==> src/rtl/adc_seq_pkg.sv <==
// Constants, register map and state codes for the converter sequencer
package adc_seq_pkg;
  localparam int         DATA_W       = 32;
  localparam int         RES_W        = 10;
  localparam int         HALF_W       = 16;

  // Register byte offsets
  localparam logic [7:0] OFF_CTRL_ONE = 8'h00;
  localparam logic [7:0] OFF_CTRL_TWO = 8'h04;
  localparam logic [7:0] OFF_CLOCK    = 8'h08;
  localparam logic [7:0] OFF_RESULT   = 8'h0C;

  // Control one fields
  localparam int ON_BIT      = 15;
  localparam int IDLE_STOP_BIT    = 13;
  localparam int FORM_LSB    = 8;
  localparam int SSRC_LSB    = 5;
  localparam int STOP_ON_FIRST_INTERRUPT_BIT = 4;
  localparam int AUTO_SAMPLE_START_BIT    = 2;
  localparam int SAMPLE_ENABLE_BIT    = 1;
  localparam int DONE_BIT    = 0;

  // Control two fields
  localparam int VCFG_LSB    = 13;
  localparam int OFFSET_CALIBRATION_BIT  = 12;
  localparam int SCAN_ENABLE_BIT   = 10;
  localparam int BUFFER_FILL_STATUS_BIT    = 7;
  localparam int SMPI_LSB    = 2;
  localparam int SPLIT_BUFFER_MODE_BIT    = 1;
  localparam int ALTERNATE_INPUT_MODE_BIT    = 0;

  // Clock register fields
  localparam int CONVERSION_CLOCK_SOURCE_BIT    = 15;
  localparam int SAMC_LSB    = 8;
  localparam int ADCS_LSB    = 0;

  // Output formats
  localparam logic [2:0] FMT_INT16   = 3'h0;
  localparam logic [2:0] FMT_SINT16  = 3'h1;
  localparam logic [2:0] FMT_FRAC16  = 3'h2;
  localparam logic [2:0] FMT_SFRAC16 = 3'h3;
  localparam logic [2:0] FMT_INT32   = 3'h4;
  localparam logic [2:0] FMT_SINT32  = 3'h5;
  localparam logic [2:0] FMT_FRAC32  = 3'h6;
  localparam logic [2:0] FMT_SFRAC32 = 3'h7;

  // Trigger sources
  localparam logic [2:0] TRIG_MANUAL = 3'h0;
  localparam logic [2:0] TRIG_EXT    = 3'h1;
  localparam logic [2:0] TRIG_TIMER  = 3'h2;
  localparam logic [2:0] TRIG_CHARGE = 3'h3;
  localparam logic [2:0] TRIG_AUTO   = 3'h7;

  localparam logic [4:0] SAMC_MIN    = 5'h01;

  typedef enum logic [1:0] {
    ST_IDLE    = 2'b00,
    ST_CONVERT = 2'b01
  } seq_state_t;
endpackage : adc_seq_pkg

==> src/rtl/adc_sequence_control.sv <==
// Sample/convert sequencer for a 10-bit converter with an APB register file
// Functional notes
// - Enable bit runs or stops the converter
// - Idle-stop bit halts operation during idle mode
// - Codes 111/110: 32-bit left-justified fractions
// - Codes 101/100: 32-bit right-justified integers
// - Codes 011/010: 16-bit left-justified fractions
// - Code 000: unsigned right-justified, upper bits zero
// - Code 111 auto-converts after sample counter
// - Charge unit, timer, or pin edge triggers
// - Manual: writing sample bit zero starts conversion
// - Stop-on-interrupt clears auto-start at interrupt
// - Otherwise sequences continue, overwriting old results
// - Auto-start re-arms sampling after each conversion
// - With auto-start clear, writing sample bit one starts sampling
// - Nonzero trigger: hardware clears sample bit
// - Done sets at finish, clears at start
// - Software clears done; conversion unaffected
// - Reference field selects high/low references
// - Offset calibration ties inputs to low reference
// - Scan bit steps inputs each sample
// - Fill-status shows half being filled
// - Interrupt after every interval-plus-one sequences
// - Control register upper halves and gaps read zero
// - Auto sample time counts conversion clocks
// - Conversion clock is 2*(div+1) bus clocks
`timescale 1ns/1ns
module adc_sequence_control #(
  parameter int ADDR_W = 8
) (
  input  wire logic                           clk_sys,
  input  wire logic                           rstn,
  input  wire logic                           psel,
  input  wire logic                           penable,
  input  wire logic                           pwrite,
  input  wire logic [ADDR_W-1:0]              paddr,
  input  wire logic [adc_seq_pkg::DATA_W-1:0] pwdata,
  output logic      [adc_seq_pkg::DATA_W-1:0] prdata,
  output logic                                pready,
  output logic                                pslverr,
  input  wire logic                           idleMode,
  input  wire logic                           extIntPin,
  input  wire logic                           timerMatch,
  input  wire logic                           chargeTimeTrig,
  input  wire logic                           convDone,
  input  wire logic [adc_seq_pkg::RES_W-1:0]  convResult,
  output logic                                sampling,
  output logic                                convStart,
  output logic                                convClkTick,
  output logic                                convIrq,
  output logic                                scanStep,
  output logic                                highRefExternal,
  output logic                                lowRefExternal,
  output logic                                offsetCalActive,
  output logic                                alternateInputMode,
  output logic                                bufferFillStatus,
  output logic [3:0]                          bufferEntry,
  output logic [adc_seq_pkg::DATA_W-1:0]      resultData
);
  import adc_seq_pkg::*;

  typedef struct packed {
    logic              on;
    logic              idleStop;
    logic [2:0]        form;
    logic [2:0]        ssrc;
    logic              stop_on_first_interrupt;
    logic              auto_sample_start;
    logic              sample_enable;
    logic              done;
    logic [2:0]        vcfg;
    logic              offset_calibration;
    logic              scanEn;
    logic              buffer_fill_status;
    logic [3:0]        smpi;
    logic              split_buffer_mode;
    logic              alternate_input_mode;
    logic              conversion_clock_source;
    logic [4:0]        samc;
    logic [7:0]        adcs;
    seq_state_t        state;
    logic [8:0]        divCnt;
    logic              tadTick;
    logic [4:0]        smpCnt;
    logic [3:0]        seqCnt;
    logic              convStart;
    logic              convIrq;
    logic              scanStep;
    logic [DATA_W-1:0] result;
    logic [DATA_W-1:0] rdata;
    logic [2:0]        extSync;
    logic              extLevel;
  } ctl_state_t;

  ctl_state_t st_reg;
  ctl_state_t st_next;

  logic       active;
  logic       apbAccess;
  logic       wrOne;
  logic       wrTwo;
  logic       wrClock;
  logic       addrHit;
  logic       swEnd;
  logic       extEdge;
  logic       autoEnd;
  logic       trig;
  logic       loadResult;
  logic [4:0] samcEff;

  // Signed forms treat the raw code as offset binary: flipping the MSB
  // gives the two's complement of (code - midscale).
  function automatic logic [DATA_W-1:0] fmtResult(
    input logic [2:0]       f,
    input logic [RES_W-1:0] d
  );
    logic s;
    s = ~d[RES_W-1];
    case (f)
      FMT_SFRAC32: fmtResult = {s, d[8:0], 22'h000000};
      FMT_FRAC32:  fmtResult = {d, 22'h000000};
      FMT_SINT32:  fmtResult = {{22{s}}, s, d[8:0]};
      FMT_INT32:   fmtResult = {22'h000000, d};
      FMT_SFRAC16: fmtResult = {16'h0000, s, d[8:0], 6'h00};
      FMT_FRAC16:  fmtResult = {16'h0000, d, 6'h00};
      FMT_SINT16:  fmtResult = {16'h0000, {6{s}}, s, d[8:0]};
      default:     fmtResult = {22'h000000, d};
    endcase
  endfunction : fmtResult

  // Halted either by the enable bit or by idle with idle-stop set
  assign active = st_reg.on && !(st_reg.idleStop && idleMode);

  assign apbAccess = psel && penable;
  assign addrHit   = (paddr == ADDR_W'(OFF_CTRL_ONE)) ||
                     (paddr == ADDR_W'(OFF_CTRL_TWO)) ||
                     (paddr == ADDR_W'(OFF_CLOCK))    ||
                     (paddr == ADDR_W'(OFF_RESULT));
  assign wrOne   = apbAccess && pwrite && paddr == ADDR_W'(OFF_CTRL_ONE);
  assign wrTwo   = apbAccess && pwrite && paddr == ADDR_W'(OFF_CTRL_TWO);
  assign wrClock = apbAccess && pwrite && paddr == ADDR_W'(OFF_CLOCK);

  assign pready  = 1'b1;
  assign pslverr = apbAccess && !addrHit;
  assign prdata  = st_reg.rdata;

  // Manual end of sampling: a zero written over a set sample bit
  assign swEnd = wrOne && !pwdata[SAMPLE_ENABLE_BIT] && st_reg.sample_enable &&
                 st_reg.ssrc == TRIG_MANUAL;

  // Pin edge counts only once the two late stages agree
  assign extEdge = (st_reg.extSync[1] == st_reg.extSync[2]) &&
                   st_reg.extSync[2] && !st_reg.extLevel;

  // A zero sample time is not allowed; it is run as one clock
  assign samcEff = (st_reg.samc == 5'h00) ? SAMC_MIN : st_reg.samc;
  assign autoEnd = st_reg.sample_enable && st_reg.tadTick &&
                   (st_reg.smpCnt + 5'h01 >= samcEff);

  always_comb
  begin
    case (st_reg.ssrc)
      TRIG_MANUAL: trig = swEnd;
      TRIG_EXT:    trig = extEdge;
      TRIG_TIMER:  trig = timerMatch;
      TRIG_CHARGE: trig = chargeTimeTrig;
      TRIG_AUTO:   trig = autoEnd;
      default:     trig = 1'b0;
    endcase
  end

  assign loadResult = st_reg.on && st_reg.state == ST_CONVERT &&
                      convDone;

  always_comb
  begin
    st_next = st_reg;
    st_next.convStart = 1'b0;
    st_next.convIrq   = 1'b0;
    st_next.scanStep  = 1'b0;
    st_next.tadTick   = 1'b0;

    st_next.extSync = {st_reg.extSync[1:0], extIntPin};
    if (st_reg.extSync[1] == st_reg.extSync[2])
      st_next.extLevel = st_reg.extSync[2];

    // Conversion clock: one tick every 2*(div+1) bus clocks
    if (st_reg.divCnt == {st_reg.adcs, 1'b1})
    begin
      st_next.divCnt  = 9'h000;
      st_next.tadTick = 1'b1;
    end
    else
      st_next.divCnt = st_reg.divCnt + 9'h001;

    if (wrOne)
    begin
      st_next.on       = pwdata[ON_BIT];
      st_next.idleStop = pwdata[IDLE_STOP_BIT];
      st_next.form     = pwdata[FORM_LSB +: 3];
      st_next.ssrc     = pwdata[SSRC_LSB +: 3];
      st_next.stop_on_first_interrupt  = pwdata[STOP_ON_FIRST_INTERRUPT_BIT];
      st_next.auto_sample_start     = pwdata[AUTO_SAMPLE_START_BIT];
      if (!pwdata[DONE_BIT])
        st_next.done = 1'b0;
      if (pwdata[SAMPLE_ENABLE_BIT] && !st_reg.auto_sample_start && st_reg.on &&
          st_reg.state == ST_IDLE)
        st_next.sample_enable = 1'b1;
      else if (!pwdata[SAMPLE_ENABLE_BIT] && st_reg.ssrc == TRIG_MANUAL)
        st_next.sample_enable = 1'b0;
    end
    if (wrTwo)
    begin
      st_next.vcfg   = pwdata[VCFG_LSB +: 3];
      st_next.offset_calibration = pwdata[OFFSET_CALIBRATION_BIT];
      st_next.scanEn = pwdata[SCAN_ENABLE_BIT];
      st_next.smpi   = pwdata[SMPI_LSB +: 4];
      st_next.split_buffer_mode   = pwdata[SPLIT_BUFFER_MODE_BIT];
      st_next.alternate_input_mode   = pwdata[ALTERNATE_INPUT_MODE_BIT];
    end
    if (wrClock)
    begin
      st_next.conversion_clock_source = pwdata[CONVERSION_CLOCK_SOURCE_BIT];
      st_next.samc = pwdata[SAMC_LSB +: 5];
      st_next.adcs = pwdata[ADCS_LSB +: 8];
    end

    // Sample length counter only matters for the auto trigger
    if (!st_reg.sample_enable || st_reg.ssrc != TRIG_AUTO)
      st_next.smpCnt = 5'h00;
    else if (active && st_reg.tadTick && !autoEnd)
      st_next.smpCnt = st_reg.smpCnt + 5'h01;

    // End of sampling and start of conversion
    if (active && st_reg.sample_enable && st_reg.state == ST_IDLE && trig)
    begin
      st_next.sample_enable      = 1'b0;
      st_next.smpCnt    = 5'h00;
      st_next.convStart = 1'b1;
      st_next.done      = 1'b0;
      st_next.state     = ST_CONVERT;
      st_next.scanStep  = st_reg.scanEn;
    end

    // Completion; hardware set wins over a same-cycle software clear
    if (loadResult)
    begin
      st_next.state  = ST_IDLE;
      st_next.done   = 1'b1;
      st_next.result = fmtResult(st_reg.form, convResult);
      if (st_reg.seqCnt == st_reg.smpi)
      begin
        st_next.seqCnt  = 4'h0;
        st_next.convIrq = 1'b1;
        if (st_reg.split_buffer_mode)
          st_next.buffer_fill_status = ~st_reg.buffer_fill_status;
        if (st_reg.stop_on_first_interrupt)
          st_next.auto_sample_start = 1'b0;
      end
      else
        st_next.seqCnt = st_reg.seqCnt + 4'h1;
      if (st_next.auto_sample_start)
        st_next.sample_enable = 1'b1;
    end

    if (!st_reg.on)
    begin
      st_next.done   = 1'b0;
      st_next.sample_enable   = 1'b0;
      st_next.seqCnt = 4'h0;
      st_next.smpCnt = 5'h00;
      st_next.buffer_fill_status   = 1'b0;
      st_next.state  = ST_IDLE;
      st_next.divCnt = 9'h000;
    end

    // Read data is captured in the setup phase so the access is zero-wait
    if (psel && !penable)
    begin
      st_next.rdata = '0;
      case (paddr)
        ADDR_W'(OFF_CTRL_ONE):
        begin
          st_next.rdata[ON_BIT]       = st_reg.on;
          st_next.rdata[IDLE_STOP_BIT]     = st_reg.idleStop;
          st_next.rdata[FORM_LSB +: 3] = st_reg.form;
          st_next.rdata[SSRC_LSB +: 3] = st_reg.ssrc;
          st_next.rdata[STOP_ON_FIRST_INTERRUPT_BIT]  = st_reg.stop_on_first_interrupt;
          st_next.rdata[AUTO_SAMPLE_START_BIT]     = st_reg.auto_sample_start;
          st_next.rdata[SAMPLE_ENABLE_BIT]     = st_reg.sample_enable;
          st_next.rdata[DONE_BIT]     = st_reg.done;
        end
        ADDR_W'(OFF_CTRL_TWO):
        begin
          st_next.rdata[VCFG_LSB +: 3] = st_reg.vcfg;
          st_next.rdata[OFFSET_CALIBRATION_BIT]   = st_reg.offset_calibration;
          st_next.rdata[SCAN_ENABLE_BIT]    = st_reg.scanEn;
          st_next.rdata[BUFFER_FILL_STATUS_BIT]     = st_reg.buffer_fill_status;
          st_next.rdata[SMPI_LSB +: 4] = st_reg.smpi;
          st_next.rdata[SPLIT_BUFFER_MODE_BIT]     = st_reg.split_buffer_mode;
          st_next.rdata[ALTERNATE_INPUT_MODE_BIT]     = st_reg.alternate_input_mode;
        end
        ADDR_W'(OFF_CLOCK):
        begin
          st_next.rdata[CONVERSION_CLOCK_SOURCE_BIT]     = st_reg.conversion_clock_source;
          st_next.rdata[SAMC_LSB +: 5] = st_reg.samc;
          st_next.rdata[ADCS_LSB +: 8] = st_reg.adcs;
        end
        ADDR_W'(OFF_RESULT):
          st_next.rdata = st_reg.result;
        default:
          st_next.rdata = '0;
      endcase
    end
  end

  always_ff @(posedge clk_sys)
  begin
    if (!rstn)
    begin
      st_reg       <= '0;
      st_reg.state <= ST_IDLE;
    end
    else
      st_reg <= st_next;
  end

  assign sampling           = st_reg.sample_enable;
  assign convStart          = st_reg.convStart;
  assign convClkTick        = st_reg.tadTick;
  assign convIrq            = st_reg.convIrq;
  assign scanStep           = st_reg.scanStep;
  // Codes with the top bit set fall back to the supply rails
  assign highRefExternal    = !st_reg.vcfg[2] && st_reg.vcfg[0];
  assign lowRefExternal     = !st_reg.vcfg[2] && st_reg.vcfg[1];
  assign offsetCalActive    = st_reg.offset_calibration;
  assign alternateInputMode = st_reg.alternate_input_mode;
  assign bufferFillStatus   = st_reg.buffer_fill_status;
  assign bufferEntry        = st_reg.split_buffer_mode ?
                              {st_reg.buffer_fill_status, st_reg.seqCnt[2:0]} :
                              st_reg.seqCnt;
  assign resultData         = st_reg.result;
endmodule : adc_sequence_control

==> config.mk <==
export PLATFORM = sky130hd
export DESIGN_NAME = adc_sequence_control
export DESIGN_NICKNAME = d
export VERILOG_FILES = /design/src/rtl/adc_seq_pkg.sv /design/src/rtl/adc_sequence_control.sv
export SDC_FILE = /design/constraint.sdc
export NUM_CORES = 1
export LEC_CHECK = 0
export BUFFER_PORTS_ARGS = -buffer_cell sky130_fd_sc_hd__buf_2
export CELL_PAD_IN_SITES_DETAIL_PLACEMENT = 0
export CELL_PAD_IN_SITES_GLOBAL_PLACEMENT = 1
export CORE_MARGIN = 2
export CORE_UTILIZATION = 39
export CTS_BUF_LIST = sky130_fd_sc_hd__clkbuf_16
export DETAILED_ROUTE_END_ITERATION = 12
export MAX_ROUTING_LAYER = met4
export PLACE_DENSITY_LB_ADDON = 0.08
export SYNTH_ARGS = -nofsm -noshare
export SYNTH_HDL_FRONTEND = slang
export SYNTH_SLANG_ARGS = --single-unit
==> constraint.sdc <==
create_clock -name clk_sys -period 2.9 [get_ports clk_sys]
set_input_delay 0.435 -clock clk_sys [delete_from_list [all_inputs] [get_ports clk_sys]]
set_output_delay 0.435 -clock clk_sys [all_outputs]
set_load 0.01 [all_outputs]
==> impl_metrics.json, run 1 <==
{
  "final_hold_viol_count": 0,
  "yosys_most_used_dff": "dfxtp_1",
  "period_needed_ns": 2.41,
  "synth.avg_cell_area_um2": 8.34,
  "portBuffers": 122,
  "die-width_um": 125,
  "ys_seq_area_share_pct": 41.9,
  "p_leak_nw": 2.69,
  "final_layout_size_suffix_gt1_share_pct": 22.3,
  "syn_inst": 681,
  "tns_ns": 0,
  "drt_iter0_drc": 387,
  "drv_slew": 0,
  "synthesis.nets": 750,
  "largest_reg_flops": 55,
  "cts_root_buffer": "clkbuf_16",
  "crit_required_ns": 3.20,
  "clock-sinks": 119,
  "nets": 800,
  "clkLatencyLatePin_ns": 0.42,
  "crit_path_frequent_cell": "ha_1",
  "synth_edf_count": 0,
  "p_comb_share_pct": 3.4,
  "io_pins": 140,
  "cp_top_family": "compound AO/OA/AOI/OAI gates",
  "ir_drop_uv": 354,
  "p_int_w": 0.00272,
  "wl_um": 15900,
  "synthAdderAreaFrac_pct": 1.98,
  "die-area_um2": 15500,
  "clkTransAtPathRegs_ns": 0.05,
  "cts_tree": "yes",
  "antenna_found_initial": 0,
  "grt_max_degree": 44,
  "p_sw_w": 0.000779,
  "rows": 44,
  "cpMaxStageDelayCell": "o21ai_0",
  "synth_area_um2": 5680,
  "hold_buffers": 0,
  "drc_errors": 0,
  "cts_resized": 0,
  "synth.ff_latch_count": 119,
  "startpoint_type": "register",
  "setup_viol": 0,
  "grt_use_total_pct": 21.3,
  "postCtsSetupRepairBufs": 0,
  "grt_pass1_vias": 4414,
  "period_share_pct": 83.2,
  "max_cap_violations": 0,
  "tightest_slew_ns": 0.953,
  "detail-route-antenna-nets": 0,
  "synth_top_family_by_area": "simple AND/OR/NAND/NOR gates",
  "yosys_warnings": 0,
  "cts_htree_levels": 4,
  "p_clk_share_pct": 49.7,
  "worstPathArrival_ns": 2.71,
  "post_drt_wl_per_cell_um": 17.2,
  "synth.area.mux_share_pct": 5.79,
  "fmax_ghz": 0.414,
  "synthArstFlopShare_pct": 0,
  "num_antenna_cells": 0,
  "switching_share_pct": 22.3,
  "cp_cell_sequence": "ha_1 -> nand3_1 -> xnor2_1 -> ha_1 -> nand2_1 -> o21ai_0 -> o211ai_1 -> buf_4 -> a22oi_1 -> nor2_1",
  "synth-simple-area-share_pct": 18.3,
  "power_density_nw_per_um2": 543,
  "clock-skew-final_ns": 0.00658,
  "gp_congestion": 0.819,
  "worst-path-buf-inv": 1,
  "numCtsBuffers": 17,
  "post-dp-hpwl_um": 12000,
  "initial_core_util_pct": 39.5,
  "firstDrtPassIters": 4,
  "synth_xor_area_share_pct": 4.78,
  "end_kind": "register",
  "cpPeakStageDelay_ns": 0.51,
  "synth_compound_area_share_pct": 14.7,
  "slew_headroom_pct": 36.5,
  "viasPerCell": 5.13,
  "path_class": "register to register",
  "seq_power_share_pct": 46.9,
  "synth_cell_types": 44,
  "core-area_um2": 14400,
  "syn2layout_area_growth_pct": 13.5,
  "cts.path.max_buffers": 2,
  "rsz0062_at_grt": "no",
  "die_y_um": 125,
  "outcome": "completed",
  "rrSetupSlack_ns": 0.49,
  "grt_overflow": 0,
  "grt_pass1_wl_um": 24800,
  "crit_fanout": 5,
  "hp-class": "input port to register",
  "total_power_w": 0.00350,
  "vias": 4754
}
layout by cell type, fill, tap and decap left out, types with 13 or more instances in the layout:
master	instances
nand3_1	17
xnor2_1	13
o21ai_0	37
nor2_1	78
buf_2	122
a21oi_1	68
dfxtp_1	119
clkbuf_16	17
mux2i_1	25
nand2_1	82
xor2_1	18
inv_1	16
a22oi_1	28
final timing paths:
kind	startpoint	to	depth (start not counted)
setup / recovery	st_reg[75]	sampling	10
hold / removal	extIntPin	st_next[2]	2
setup reg to reg	st_reg[75]	sampling	10
hold reg to reg	st_next[2]	st_next[3]	1
synth_stat cells (13+ instances only):
cell type / number / area share, %
nand2_1: 82 / 5.4
dfxtp_1: 119 / 42
mux2i_1: 25 / 4.4
clkbuf_1: 26 / 1.7
nor2_1: 78 / 5.2
o21ai_0: 37 / 3.3
a21oi_1: 68 / 6.0
nand3_1: 17 / 1.5
buf_4: 70 / 9.3
xor2_1: 18 / 2.8
xnor2_1: 13 / 2.0
a22oi_1: 28 / 3.7
cells by family (layout without fill, tap and decap cells):
| kind of cell | after synthesis | after routing |
|---|---|---|
| fa+ha+maj | 9 | 9 |
| buf+inv | 114 | 176 |
| mux | 31 | 31 |
| compound gates | 146 | 146 |
| xor+xnor | 31 | 31 |
| simple gates | 230 | 230 |
| other cells | 1 | 1 |
| flops | 119 | 119 |
worst reg2reg max path: cells and delay by family, from the launching register on:
kind	cells	cell delay [ns]
and+or+nand+nor	3	0.23
buffers and inverters	1	0.19
xor gates and xnor gates	1	0.15
adders and majority gates	2	0.51
AOI/OAI and AO/OA	3	0.83
DFF	1	0.39
final cells by class:
class / count / area [µm²]
clock buffers: 17 / 425
well taps: 184 / 230
repair buffers: 134 / 713
fillers: 1470 / 7920
flip-flops and latches: 119 / 2380
inverters: 11 / 41.3
clock inverters: 14 / 56.3
multi-input cells: 448 / 2600
power groups by stage:
stage                     Clock [W]  Sequential (W)  Combinational [W]
final                       0.00174         0.00164           0.000120
after global routing        0.00184         0.00164           0.000130
after CTS                   0.00177         0.00164           0.000121
after detailed placement          0         0.00167           0.000121
after global placement            0         0.00167           0.000120
after floorplan                   0         0.00167          0.0000510
routing by layer:
metal / up-vias / routed length (µm) / global-route usage (%)
met5: - / 0 / -
met4: 0 / 279 / 8.06
met3: 17 / 699 / 4.30
met2: 123 / 7230 / 32.0
met1: 2257 / 7730 / 28.4
li1: 2357 / - / -
stage by stage:
step                utilization, %  setup WS [ns]  std cells  hold WS (ns)  instance area, µm²
floorplan                        -          0.794        681         0.412                5680
global placement              41.5          0.458        896         0.417                5960
detailed placement            41.5          0.425        896         0.421                5960
CTS                           44.9          0.508        927         0.249                6440
global route                  44.9          0.271        927         0.255                6440
finish                        44.9          0.487        927         0.254                6440
Power figures use the tool's default switching activity.
==> run 2: changes to the inputs <==
==> constraint.sdc (replaced) <==
create_clock -name clk_sys -period 2.5 [get_ports clk_sys]
set_input_delay 0.375 -clock clk_sys [delete_from_list [all_inputs] [get_ports clk_sys]]
set_output_delay 0.375 -clock clk_sys [all_outputs]
set_load 0.01 [all_outputs]
==> run 2 against run 1 <==
Maximum frequency grew 4.2%. Worst setup slack lost 0.30 ns. Final cell count grew 1.4%. Combinational power grew 21%. Largest cell class unchanged. Largest power group unchanged.
==> impl_metrics.json, run 2 (same netlist as run 1, synthesis figures left out) <==
{
  "worstPathArrival_ns": 2.62,
  "rr_startpoint": "st_reg[75]",
  "worstSetupStartpoint": "st_reg[75]",
  "core-area_um2": 14400,
  "period_needed_ns": 2.32,
  "portBuffers": 122,
  "cts_resized": 0,
  "io_pins": 140,
  "grt_overflow": 0,
  "die-width_um": 125,
  "fmax_ghz": 0.432,
  "postCtsSetupRepairBufs": 0,
  "final_layout_size_suffix_gt1_share_pct": 24.1,
  "max_cap_violations": 0,
  "firstDrtPassIters": 4,
  "initial_core_util_pct": 39.5,
  "r2r_cells": 10,
  "cp_cell_sequence": "ha_1 -> xor2_1 -> ha_1 -> a21o_1 -> a31oi_1 -> o21ai_0 -> buf_4 -> a211oi_1 -> xnor2_1 -> nor2_1",
  "cp_num_cells": 10,
  "grt_pass1_vias": 4638,
  "die_y_um": 125,
  "cts.path.max_buffers": 2,
  "cpMaxStageDelayCell": "dfxtp_1",
  "antenna_found_initial": 0,
  "cp_top_family": "compound AO/OA/AOI/OAI gates",
  "cts_htree_levels": 4,
  "nets": 812,
  "tightest_slew_ns": 0.588,
  "vias": 4863,
  "power_density_nw_per_um2": 668,
  "hp-class": "input port to register",
  "drc_errors": 0,
  "numCtsBuffers": 17,
  "startpoint_type": "register",
  "slew_headroom_pct": 60.7,
  "detail-route-antenna-nets": 0,
  "die-area_um2": 15500,
  "worstSetupEndpoint": "st_reg[77]",
  "rrSetupSlack_ns": 0.18,
  "rows": 44,
  "rsz0062_at_grt": "no",
  "largest_reg_flops": 55,
  "p_leak_nw": 2.77,
  "drv_slew": 0,
  "clock-skew-final_ns": 0.00733,
  "drt_iter0_drc": 310,
  "outcome": "completed",
  "final_hold_viol_count": 0,
  "gp_congestion": 0.846,
  "final_common_cell": "buf_2",
  "num_antenna_cells": 0,
  "crit_required_ns": 2.81,
  "cts_tree": "yes",
  "end_kind": "register",
  "ir_drop_uv": 470,
  "clkTransAtPathRegs_ns": 0.05,
  "worst-path-buf-inv": 1,
  "fin_hold_ws_ns": 0.161,
  "final_cell_mix": "buf_2, dfxtp_1, nand2_1",
  "syn2layout_area_growth_pct": 16.9,
  "wl_um": 16500,
  "grt_pass1_wl_um": 26000,
  "post-dp-hpwl_um": 12300,
  "post_drt_wl_per_cell_um": 17.6,
  "grt_use_total_pct": 22.4,
  "cpPeakStageDelay_ns": 0.35,
  "hold_buffers": 0,
  "setup_viol": 0,
  "clkLatencyLatePin_ns": 0.42,
  "crit_path_frequent_cell": "ha_1",
  "tns_ns": 0,
  "clock-sinks": 119,
  "cts_root_buffer": "clkbuf_16",
  "grt_max_degree": 64,
  "crit_fanout": 4,
  "r2r-end": "st_reg[77]",
  "viasPerCell": 5.17,
  "path_class": "register to register",
  "period_share_pct": 92.7
}
run 2: cell types whose count changed in the layout (fill, tap and decap cells not counted), sizes merged:
cell      delta
buf         +12
bufinv       +3
clkinvlp     +2
inv          -4
run 2: how the worst min path moves through the flow:
| stage | start | slack, ns | cells after the start | endpoint |
|---|---|---|---|---|
| 2_1_floorplan | st_next[2] | 0.41 | 1 | st_next[3] |
| 3_3_place_gp | prdata[4] | 0.44 | 2 | prdata[4] |
| 4_1_cts | extIntPin | 0.15 | 2 | st_next[2] |
| 3_5_place_dp | prdata[15] | 0.44 | 2 | prdata[15] |
| 5_1_grt | extIntPin | 0.15 | 2 | st_next[2] |
| 6_report | extIntPin | 0.16 | 2 | st_next[2] |
run 2: per-stage QoR:
step	util (%)	total power, W	area, µm²	setup slack [ns]	cells
final	46.2	0.00444	6640	0.184	940
after global routing	46.2	0.00458	6640	0.0153	940
after CTS	46.2	0.00447	6640	0.175	940
after detailed placement	42.2	0.00209	6070	0.188	908
after global placement	42.2	0.00209	6070	0.213	908
after floorplan	-	0.00200	5680	0.394	681
run 2: layout make-up:
class                   instances  area, µm²
clock buffers                  17        425
clock inverters                15        144
repair buffers                146        816
flip-flops and latches        119       2380
multi-input cells             448       2600
fillers                      1490       7730
inverters                      11       41.3
well taps                     184        230
run 2: power by group:
part / internal (W) / total [W] / switching, W
combinational: 0.0000497 / 0.000145 / 0.0000957
clock: 0.00153 / 0.00239 / 0.000861
sequential: 0.00190 / 0.00190 / 0.00000117
run 2: per-layer routing:
metal  vias up  share of wire [%]  track usage, %  wire [µm]
li1       2381                  -               -          -
met1      2329                 47            29.4       7760
met2       130                 46            33.8       7600
met3        23                4.7            4.47        770
met4         0                2.3            9.12        386
met5         -                  0               -          0
